[config.mk]
export PLATFORM = sky130hd
export DESIGN_NAME = flash_reset_core
export DESIGN_NICKNAME = d
export VERILOG_FILES = /design/src/flash_reset_pkg.sv /design/src/cycle_timer.sv /design/src/flash_reset_core.sv
export SDC_FILE = /design/constraint.sdc
export NUM_CORES = 1
export LEC_CHECK = 0
export ABC_AREA = 1
export ABC_CLOCK_PERIOD_IN_PS = 4050
export BUFFER_PORTS_ARGS = -buffer_cell sky130_fd_sc_hd__buf_2
export CAP_MARGIN = 25
export CORE_MARGIN = 10
export CORE_UTILIZATION = 52
export DETAILED_ROUTE_END_ITERATION = 12
export PLACE_DENSITY = 0.78
export SLEW_MARGIN = 10
export SYNTH_ARGS = -nofsm -noshare
export SYNTH_HDL_FRONTEND = slang
export SYNTH_SLANG_ARGS = --single-unit
[constraint.sdc]
create_clock -name REF_CLK -period 4.05 [get_ports REF_CLK]
set_input_delay 0 -clock REF_CLK [delete_from_list [all_inputs] [get_ports REF_CLK]]
set_output_delay 0 -clock REF_CLK [all_outputs]
set_load 0.02 [all_outputs]
[src/flash_reset_pkg.sv]
package flash_reset_pkg;
	// ======================================================
	// clock and timing
	localparam int CLK_PERIOD_NS = 100;
	localparam int RESET_LOW_MIN_WIDTH_NS = 100;
	localparam int RESET_ABORT_TIME_US = 25;
	localparam int SUPPLY_TO_RESET_RELEASE_OLD_US = 60;
	localparam int SUPPLY_TO_RESET_RELEASE_NEW_US = 300;
	localparam int ERASE_TO_SUSPEND_SPACING_US = 500;
	// reset-low and supply times round up, abort and spacing times round down
	localparam int RESET_LOW_MIN_CYC =
		(RESET_LOW_MIN_WIDTH_NS + CLK_PERIOD_NS - 1) / CLK_PERIOD_NS;
	localparam int ABORT_MAX_CYC =
		(RESET_ABORT_TIME_US * 1000) / CLK_PERIOD_NS;
	localparam int SUPPLY_OLD_CYC =
		(SUPPLY_TO_RESET_RELEASE_OLD_US * 1000 + CLK_PERIOD_NS - 1)
		/ CLK_PERIOD_NS;
	localparam int SUPPLY_NEW_CYC =
		(SUPPLY_TO_RESET_RELEASE_NEW_US * 1000 + CLK_PERIOD_NS - 1)
		/ CLK_PERIOD_NS;
	localparam int SPACING_CYC =
		(ERASE_TO_SUSPEND_SPACING_US * 1000) / CLK_PERIOD_NS;
	// abort takes part of the allowed window; half of the maximum
	localparam int ABORT_CYC = ABORT_MAX_CYC / 2;
	localparam int CNT_W = 16;
	// ======================================================
	// status and modes
	localparam logic [7:0] STATUS_RESET = 8'h80;
	typedef enum logic [2:0] {
		ST_POWERDOWN = 3'b000,
		ST_WAKE      = 3'b001,
		ST_READ      = 3'b010,
		ST_BUSY      = 3'b011,
		ST_ABORT     = 3'b100,
		ST_HELD      = 3'b101
	} dev_state_t;
endpackage : flash_reset_pkg

[src/cycle_timer.sv]
`timescale 1ns/1ps
`default_nettype none
// ======================================================
// loadable down counter, done while zero and not loading
module cycle_timer (
	// clock and reset
	input  wire  logic                           clk,
	input  wire  logic                           rst,
	// control
	input  wire  logic                           load,
	input  wire  logic [flash_reset_pkg::CNT_W-1:0] value,
	// status
	output logic                                 done
);
	import flash_reset_pkg::*;
	logic [CNT_W-1:0] count;
	logic [CNT_W-1:0] next_count;
	// load wins over counting so a restart is never lost
	always_comb begin
		next_count = count;
		if (load) begin
			next_count = value;
		end else if (count != '0) begin
			next_count = count - 1'b1;
		end
	end
	always_ff @(posedge clk) begin
		if (rst) begin
			count <= '0;
		end else begin
			count <= next_count;
		end
	end
	assign done = (count == '0) && !load;
endmodule : cycle_timer
`default_nettype wire

[src/flash_reset_core.sv]
`timescale 1ns/1ps
`default_nettype none
// Functional notes
// - reset during program or erase aborts and resets within 25 us
// - reset with no operation running completes within the pulse width
// - tied-high reset: not ready until supply interval elapsed
// - while reset asserted all control inputs are ignored
// - after reset: array read mode, status 0x80
// - aborted program or erase is terminated, contents undefined
module flash_reset_core (
	// clock and reset
	input  wire  logic       REF_CLK,
	input  wire  logic       RST,
	// flash pins and supply
	input  wire  logic       RESET_N,
	input  wire  logic       SUPPLY_VALID,
	input  wire  logic       NEW_PROCESS,
	// decoded commands
	input  wire  logic       START_OP,
	input  wire  logic       ERASE_OP,
	input  wire  logic       SUSPEND_CMD,
	input  wire  logic       OP_DONE,
	// state
	output logic             READY,
	output logic             ARRAY_READ,
	output logic             OP_BUSY,
	output logic             ABORTED,
	output logic             SPACING_VIOLATION,
	output logic [7:0]       STATUS
);
	import flash_reset_pkg::*;
	// ======================================================
	// state
	dev_state_t  state;
	dev_state_t  next_state;
	logic [7:0]  next_status;
	logic        next_aborted;
	logic        next_erasing;
	logic        erasing;
	logic        next_violation;
	logic        t_load;
	logic [CNT_W-1:0] t_value;
	logic        t_done;
	logic        s_load;
	logic        s_done;
	logic        accept;
	// erase starts only count while out of reset and ready
	assign accept = RESET_N && (state == ST_READ);
	cycle_timer u_wait (
		.clk   (REF_CLK),
		.rst   (RST),
		.load  (t_load),
		.value (t_value),
		.done  (t_done)
	);
	// spacing timer restarts on every erase start or resume
	assign s_load = accept && START_OP && ERASE_OP;
	cycle_timer u_space (
		.clk   (REF_CLK),
		.rst   (RST),
		.load  (s_load),
		.value (CNT_W'(SPACING_CYC)),
		.done  (s_done)
	);
	// ======================================================
	// next state
	always_comb begin
		next_state     = state;
		next_status    = STATUS;
		next_aborted   = ABORTED;
		next_erasing   = erasing;
		next_violation = 1'b0;
		t_load         = 1'b0;
		t_value        = '0;
		unique case (state)
			ST_POWERDOWN: begin
				// supply interval counted even when reset is tied high
				if (SUPPLY_VALID) begin
					t_load     = 1'b1;
					t_value    = NEW_PROCESS ? CNT_W'(SUPPLY_NEW_CYC)
					                         : CNT_W'(SUPPLY_OLD_CYC);
					next_state = ST_WAKE;
				end
			end
			ST_WAKE: begin
				if (t_done && RESET_N) begin
					next_state  = ST_READ;
					next_status = STATUS_RESET;
				end
			end
			ST_READ: begin
				if (!RESET_N) begin
					// idle reset finishes at once, within the pulse
					next_state  = ST_HELD;
					next_status = STATUS_RESET;
				end else if (START_OP) begin
					next_state   = ST_BUSY;
					next_erasing = ERASE_OP;
					next_aborted = 1'b0;
					next_status  = 8'h00;
				end else if (SUSPEND_CMD && !s_done) begin
					next_violation = 1'b1;
				end
			end
			ST_BUSY: begin
				if (!RESET_N) begin
					t_load     = 1'b1;
					t_value    = CNT_W'(ABORT_CYC);
					next_state = ST_ABORT;
				end else if (SUSPEND_CMD && erasing && !s_done) begin
					next_violation = 1'b1;
				end else if (OP_DONE) begin
					next_state  = ST_READ;
					next_status = STATUS_RESET;
				end
			end
			ST_ABORT: begin
				// operation terminated; its target left undefined
				if (t_done) begin
					next_state   = ST_HELD;
					next_aborted = 1'b1;
					next_status  = STATUS_RESET;
				end
			end
			ST_HELD: begin
				if (RESET_N) begin
					next_state  = ST_READ;
					next_status = STATUS_RESET;
				end
			end
			default: begin
				next_state = ST_POWERDOWN;
			end
		endcase
		if (!SUPPLY_VALID) begin
			next_state = ST_POWERDOWN;
		end
	end
	// ======================================================
	// registers
	always_ff @(posedge REF_CLK) begin
		if (RST) begin
			state             <= ST_POWERDOWN;
			STATUS            <= STATUS_RESET;
			ABORTED           <= 1'b0;
			erasing           <= 1'b0;
			SPACING_VIOLATION <= 1'b0;
		end else begin
			state             <= next_state;
			STATUS            <= next_status;
			ABORTED           <= next_aborted;
			erasing           <= next_erasing;
			SPACING_VIOLATION <= next_violation;
		end
	end
	assign READY      = (state == ST_READ);
	assign ARRAY_READ = (state == ST_READ);
	assign OP_BUSY    = (state == ST_BUSY) || (state == ST_ABORT);
	// ======================================================
	// checks
	int abort_cnt;
	always_ff @(posedge REF_CLK) begin
		if (RST || state != ST_ABORT) begin
			abort_cnt <= 0;
		end else begin
			abort_cnt <= abort_cnt + 1;
		end
	end
	// age of the last accepted erase or resume, kept apart from the timer;
	// it saturates so a long idle spell cannot wrap into a false suspend
	int since_erase;
	always_ff @(posedge REF_CLK) begin
		if (RST) begin
			since_erase <= SPACING_CYC;
		end else if (s_load) begin
			since_erase <= 0;
		end else if (since_erase < SPACING_CYC) begin
			since_erase <= since_erase + 1;
		end
	end
	AST_ABORT_BOUND: assert property (
		@(posedge REF_CLK) disable iff (RST)
		abort_cnt <= ABORT_MAX_CYC)
		else $error("abort exceeded allowed time");
	// the abort must end at its own count; a counter replaces a long range
	AST_ABORT_END: assert property (
		@(posedge REF_CLK) disable iff (RST)
		state == ST_ABORT |-> abort_cnt <= ABORT_CYC)
		else $error("abort never completes");
	AST_IDLE_RESET: assert property (
		@(posedge REF_CLK) disable iff (RST)
		(state == ST_READ && !RESET_N && SUPPLY_VALID) |=> state == ST_HELD)
		else $error("idle reset not immediate");
	AST_IGNORE_CMDS: assert property (
		@(posedge REF_CLK) disable iff (RST)
		(state == ST_HELD && !RESET_N) |=> !OP_BUSY)
		else $error("command started during reset");
	AST_STATUS_INIT: assert property (
		@(posedge REF_CLK) disable iff (RST)
		$rose(READY) |-> STATUS == STATUS_RESET)
		else $error("status not initialised on ready");
	AST_NOT_READY_EARLY: assert property (
		@(posedge REF_CLK) disable iff (RST)
		$rose(SUPPLY_VALID) |=> !READY [*8])
		else $error("ready before supply interval");
	AST_ABORT_FLAG: assert property (
		@(posedge REF_CLK) disable iff (RST)
		(state == ST_ABORT && t_done && SUPPLY_VALID) |=> ABORTED)
		else $error("abort not recorded");
	// any suspend with reset released inside the spacing window of a running erase is flagged
	AST_SPACING: assert property (
		@(posedge REF_CLK) disable iff (RST)
		(SUSPEND_CMD && RESET_N && SUPPLY_VALID && state == ST_BUSY
		&& erasing && since_erase < SPACING_CYC) |=> SPACING_VIOLATION)
		else $error("early suspend not flagged");
	AST_NO_FALSE_VIOL: assert property (
		@(posedge REF_CLK) disable iff (RST)
		!(SUSPEND_CMD && since_erase < SPACING_CYC) |=> !SPACING_VIOLATION)
		else $error("suspend flagged without cause");
	COV_ABORT: cover property (@(posedge REF_CLK) disable iff (RST)
		state == ST_ABORT ##1 state == ST_HELD);
	COV_IDLE: cover property (@(posedge REF_CLK) disable iff (RST)
		state == ST_READ ##1 state == ST_HELD);
	COV_VIOL: cover property (@(posedge REF_CLK) disable iff (RST)
		SPACING_VIOLATION);
	COV_READY: cover property (@(posedge REF_CLK) disable iff (RST)
		$rose(READY));
	COV_LATE_SUSPEND: cover property (@(posedge REF_CLK) disable iff (RST)
		SUSPEND_CMD && state == ST_BUSY && since_erase >= SPACING_CYC);
endmodule : flash_reset_core
`default_nettype wire

# Word level (Yosys, flattened, before mapping)
# Cells that the tools add are included.
dict set report op_classes {
  n_addsub 2
  n_eq_ne 16
  muxes 39
  n_bitwise 1
  reduce_logical 28
}
# cell n
set ops {}
lappend ops {{$mux W8} 8}
lappend ops {{$pmux W8 S5} 1}
lappend ops {{$logic_not A16 Y1} 2}
lappend ops {{$mux W16} 2}
lappend ops {{$reduce_bool A16 Y1} 2}
lappend ops {{$sub A16 B1 Y16 const B} 2}
lappend ops {{$mux W13} 2}
lappend ops {{$mux W12} 2}
lappend ops {{$mux W3} 8}
lappend ops {{$pmux W12 S2} 1}
lappend ops {{$pmux W3 S6} 1}
lappend ops {{$ne A2 B2 Y1 const B} 8}
lappend ops {{$mux W1} 10}
lappend ops {{$logic_and A1 B1 Y1} 9}
lappend ops {{$ne A3 B3 Y1 const B} 3}
lappend ops {{$reduce_and A8 Y1} 1}
lappend ops {{$mux W7} 1}
lappend ops {{$eq A3 B2 Y1 const B} 2}
lappend ops {{$eq A3 B3 Y1 const B} 2}
lappend ops {{$pmux W1 S2} 3}
lappend ops {{$reduce_and A6 Y1} 1}
lappend ops {{$reduce_bool A2 Y1} 3}
lappend ops {{$reduce_bool A5 Y1} 1}
lappend ops {{$reduce_and A4 Y1} 1}
lappend ops {{7 further kinds} 10}
dict set report word_totals {
  ff_bits 46
  out_inout_bits 13
  elab_cells 94
}

# Logic depth before layout (Yosys ltp)
dict set report depth {
  depth_word 12
  mapped_depth 11
}

# Modules after synthesis
# A second synthesis with hierarchy kept.
dict set report unflattened {
  cells_unflattened 495
  hier_area_um2 2919.0
}
# mod instances cells_each area_per_inst_um2 seq_area_each_um2
set by_module_without_submodules {}
lappend by_module_without_submodules {cycle_timer 2 188 1103.6 320.3}
lappend by_module_without_submodules {flash_reset_core 1 119 711.9 140.1}

# Worst setup path before layout
# Ideal clock, no wire load.
dict set report synth_timing {
  path_kind {register to register}
  start {register u_space.count[0]}
  end {register state[2]}
  setup_ps 113
  arrival_time_ps 1410
  required_ps 3937
  setup_slack_ps 2528
  stages_incl_launch_ff 12
  n_path_buf 0
  synth_period_minus_slack_ps 1522
  path_cell_list {dfxtp_1 inv_1 ha_1 nand2_1 nor2_2 nand3_2 nand2_1 nand2_1 nand2_1 nand2_1 nor2_1 nor2_1}
}
dict set report synth_via {
  elab_chain_cells 6
}
# item line
set synth_lines {}
lappend synth_lines {{start, declared} cycle_timer.sv:16} ;# logic [CNT_W-1:0] count;
lappend synth_lines {{start signal, assigned} cycle_timer.sv:31} ;# count <= next_count;
lappend synth_lines {{$logic_not A16 Y1} cycle_timer.sv:34} ;# assign done = (count == '0) && !load;
lappend synth_lines {{$logic_and A1 B1 Y1} cycle_timer.sv:34}
lappend synth_lines {{$logic_not A1 Y1} flash_reset_core.sv:110} ;# end else if (SUSPEND_CMD && erasing && !s_done) begin
lappend synth_lines {{$logic_and A1 B1 Y1} flash_reset_core.sv:110}
lappend synth_lines {{$ne A3 B3 Y1 (no line)} -}
lappend synth_lines {{$reduce_and A6 Y1 (no line)} -}
lappend synth_lines {{end signal, assigned} flash_reset_core.sv:149} ;# state <= next_state;
lappend synth_lines {{end, declared} flash_reset_core.sv:34} ;# dev_state_t state;
# Every way passes these cells.
# A chain may end at the register's enable or synchronous reset.

# Worst setup path in the final report
dict set report layout_timing {
  start {register u_space.count[0]}
  end {register u_space.count[12]}
}
dict set report layout_via {
  elab_chain_cells 3
  word_cells_on_any_way 5
  cone_classes {1 x add/sub; 2 x mux; 2 x reduce/logical}
}
# item line
set layout_lines {}
lappend layout_lines {{$sub A16 B1 Y16} cycle_timer.sv:24} ;# next_count = count - 1'b1;
lappend layout_lines {{$mux W13} cycle_timer.sv:23} ;# end else if (count != '0) begin
lappend layout_lines {{$mux W13} cycle_timer.sv:21} ;# if (load) begin
# Parallel ways exist; a longest one is shown, timed or not. The select of a mux whose other input is x is not followed.

==> flow_summary.json <==
{
  "first_pass_iters": 4,
  "crit_required_ps": 4250,
  "crit_family": "simple AND/OR/NAND/NOR gates",
  "ant_nets": 0,
  "grt_pass1_wl_microns": 8970,
  "post_cts_resized": 0,
  "finalCritPeriodShare_pct": 44.1,
  "diodes": 0,
  "cts.sinks": 39,
  "hold_ws_ps": 1.50,
  "hold_viol": 0,
  "ios": 22,
  "p_seq_share_pct": 30.2,
  "grt_pass1_vias": 2053,
  "post-dp-hpwl_microns": 4020,
  "critical_path.endpoint_type": "register",
  "timing.fmax_mhz": 560,
  "p_leak_nw": 1.23,
  "clk_latency_ps": 290,
  "antenna_found_initial": 0,
  "area_growth_pct": 8.47,
  "wl_microns": 5150,
  "worstPathArrival_ps": 1980,
  "crit_start": "u_space.count[0]$_SDFFE_PP0P_",
  "syn_area_sq_um": 2360,
  "drc": 0,
  "finalNetCount": 387,
  "clkPwrFrac_pct": 18.7,
  "yosysWarnings": 0,
  "drt_iter0_drc": 190,
  "min_period_ps": 1790,
  "grt_max_degree": 14,
  "pwr_density_cell_nw_per_um2": 805,
  "slowest_stage": "dfxtp_1",
  "cts_inserted_buffers": 5,
  "vias_per_cell": 5.19,
  "grt_util_all_layers_pct": 14.1,
  "hold_start": "SUSPEND_CMD",
  "synth.distinct_cells": 32,
  "hold_path_class": "input pin to register",
  "setup_viol_count_final": 0,
  "root_buffer": "clkbuf_8",
  "io_buffers": 14,
  "grt_overflow": 0,
  "rsz0062_at_grt": "false",
  "cap_violations": 0,
  "switchingPower_mw": 0.923,
  "num_rows": 24,
  "dieArea_sq_um": 7640,
  "power.internal_mw": 1.14,
  "drive_gt1_share_pct": 12.5,
  "vias": 2221,
  "path_clk_slew_ps": 80,
  "placed_cells": 420,
  "reg2reg_from": "u_space.count[0]$_SDFFE_PP0P_",
  "final_core_util_pct": 58.5,
  "cp_cell_sequence": "inv_1 -> ha_1 -> nand2_1 -> nor2_2 -> nand2_1 -> inv_1 -> o21ai_0 -> nand2_1 -> inv_1",
  "instances_no_fill": 428,
  "yosysSeqAreaShare_pct": 33.0,
  "setup.worst_path.class": "register to register",
  "die_w_microns": 87.4,
  "clockBufferDepth": 2,
  "syn_inst": 360,
  "num-fill-cells": 411,
  "post_cts_buffers": 0,
  "switching_share_pct": 44.7,
  "syn_avg_cell_area_sq_um": 6.57,
  "path_buf_inv": 3,
  "fin_tns_setup_ps": 0,
  "start_kind": "register",
  "critPathMaxStageDelay_ps": 330,
  "place_congestion": 0.886,
  "ctsHoldBuffers": 0,
  "ys_seq_elements": 39,
  "start_util_pct": 53.9,
  "outcome": "finished clean",
  "core_area_sq_um": 4380,
  "worstPathMaxFanout": 10,
  "power_frac_comb_pct": 51.1,
  "ir_worst_vdd_uv": 350,
  "report.final.slew_viol_count": 0,
  "die_y_microns": 87.4,
  "cts_tree": "done",
  "finalPower_mw": 2.07,
  "wl_per_cell_microns": 12.0,
  "finClkSkew_ps": 8.49,
  "h-tree-depth": 2
}
[path summary, 6_finish.rpt]
check | endpoint | slack (ps) | cells past startpoint
min | SPACING_VIOLATION$_SDFF_PP0_ | 2 | 3
max reg2reg | u_space.count[12]$_SDFFE_PP0N_ | 2260 | 9
max | u_space.count[12]$_SDFFE_PP0N_ | 2260 | 9
min reg2reg | erasing$_SDFFE_PP0P_ | 460 | 2
[through the flow]
step	cell area [sq um]	setup WS (ps)
after global placement	2430	2360
after CTS	2560	2270
final	2560	2260
after global routing	2560	2030
after detailed placement	2430	2300
after floorplan	2390	2530
[synthesized netlist by cell type, drive strengths merged]
master / instances / area, sq um
clkbuf: 1 / 3.75
nor2: 80 / 340
o21ai: 10 / 50.1
nor4: 1 / 6.26
ha: 3 / 37.5
nor3: 10 / 50.1
o22ai: 1 / 6.26
xnor2: 6 / 52.6
nand3b: 1 / 7.51
xor2: 8 / 70.1
dfxtp: 39 / 781
nand2: 85 / 344
o21a: 1 / 7.51
a31oi: 4 / 25.0
nor3b: 1 / 12.5
a21oi: 25 / 125
inv: 39 / 146
conb: 1 / 3.75
nand4: 8 / 50.1
buf: 11 / 90.1
a211oi: 4 / 30.0
o21bai: 1 / 7.51
or2: 2 / 12.5
nand3: 18 / 105
[power by group through the flow]
| stage | logic, mW | clock network (mW) | registers, mW |
|---|---|---|---|
| global route | 1.21 | 0.411 | 0.639 |
| CTS | 1.05 | 0.395 | 0.619 |
| global placement | 1.03 | 0 | 0.624 |
| floorplan | 0.877 | 0 | 0.604 |
| finish | 1.06 | 0.387 | 0.623 |
| detailed placement | 1.04 | 0 | 0.626 |
[per-layer routing]
layer	vias to the layer above	GRT usage (%)	wire length, microns
met5	-	0	0
met4	0	4.49	78
li1	1169	-	-
met1	985	18.3	2480
met2	59	21.8	2280
met3	8	3.84	308
[state kept, by name (all words and copies together) (netlist names)]
signal,count
u_space.count,16
STATUS,1
state,3
ABORTED,1
erasing,1
SPACING_VIOLATION,1
u_wait.count,16
[logic make-up (layout without fill, tap and decap cells)]
kind of cell	after synthesis	in the layout	share of synthesized area, %
AO/OA/AOI/OAI	46	46	10.6
XOR/XNOR	14	14	5.19
adder cells (fa/ha/maj)	3	3	1.59
buffers and inverters	51	61	10.2
flip-flops	39	39	33.0
other	1	7	0.159
AND/OR/NAND/NOR	206	206	39.3
[placed cells by master, fill, tap and decap left out, types with 8 or more instances in the layout]
master,count
nand2_1,79
nor2_1,70
dfxtp_1,39
inv_1,36
a21oi_1,25
nand3_1,15
buf_2,14
o21ai_0,10
nor3_1,10
nand4_1,8
xor2_1,8
[worst reg2reg max path: stages, from the launching register on]
cell	delay [ps]
dfxtp_1	330
inv_1	130
ha_1	250
nand2_1	160
nor2_2	230
nand2_1	250
inv_1	150
o21ai_0	90
nand2_1	60
inv_1	40
[final cells by class]
class / count / area, sq um / area share, %
clock inverter: 3 / 67.6 / 2.63
sequential: 39 / 781 / 30.4
tap: 52 / 65.1 / 2.54
timing repair buffer: 14 / 70.1 / 2.73
multi-input combinational: 276 / 1370 / 53.3
clock buffer: 5 / 68.8 / 2.68
inverter: 39 / 146 / 5.71
(Power assumes the default switching activity.)
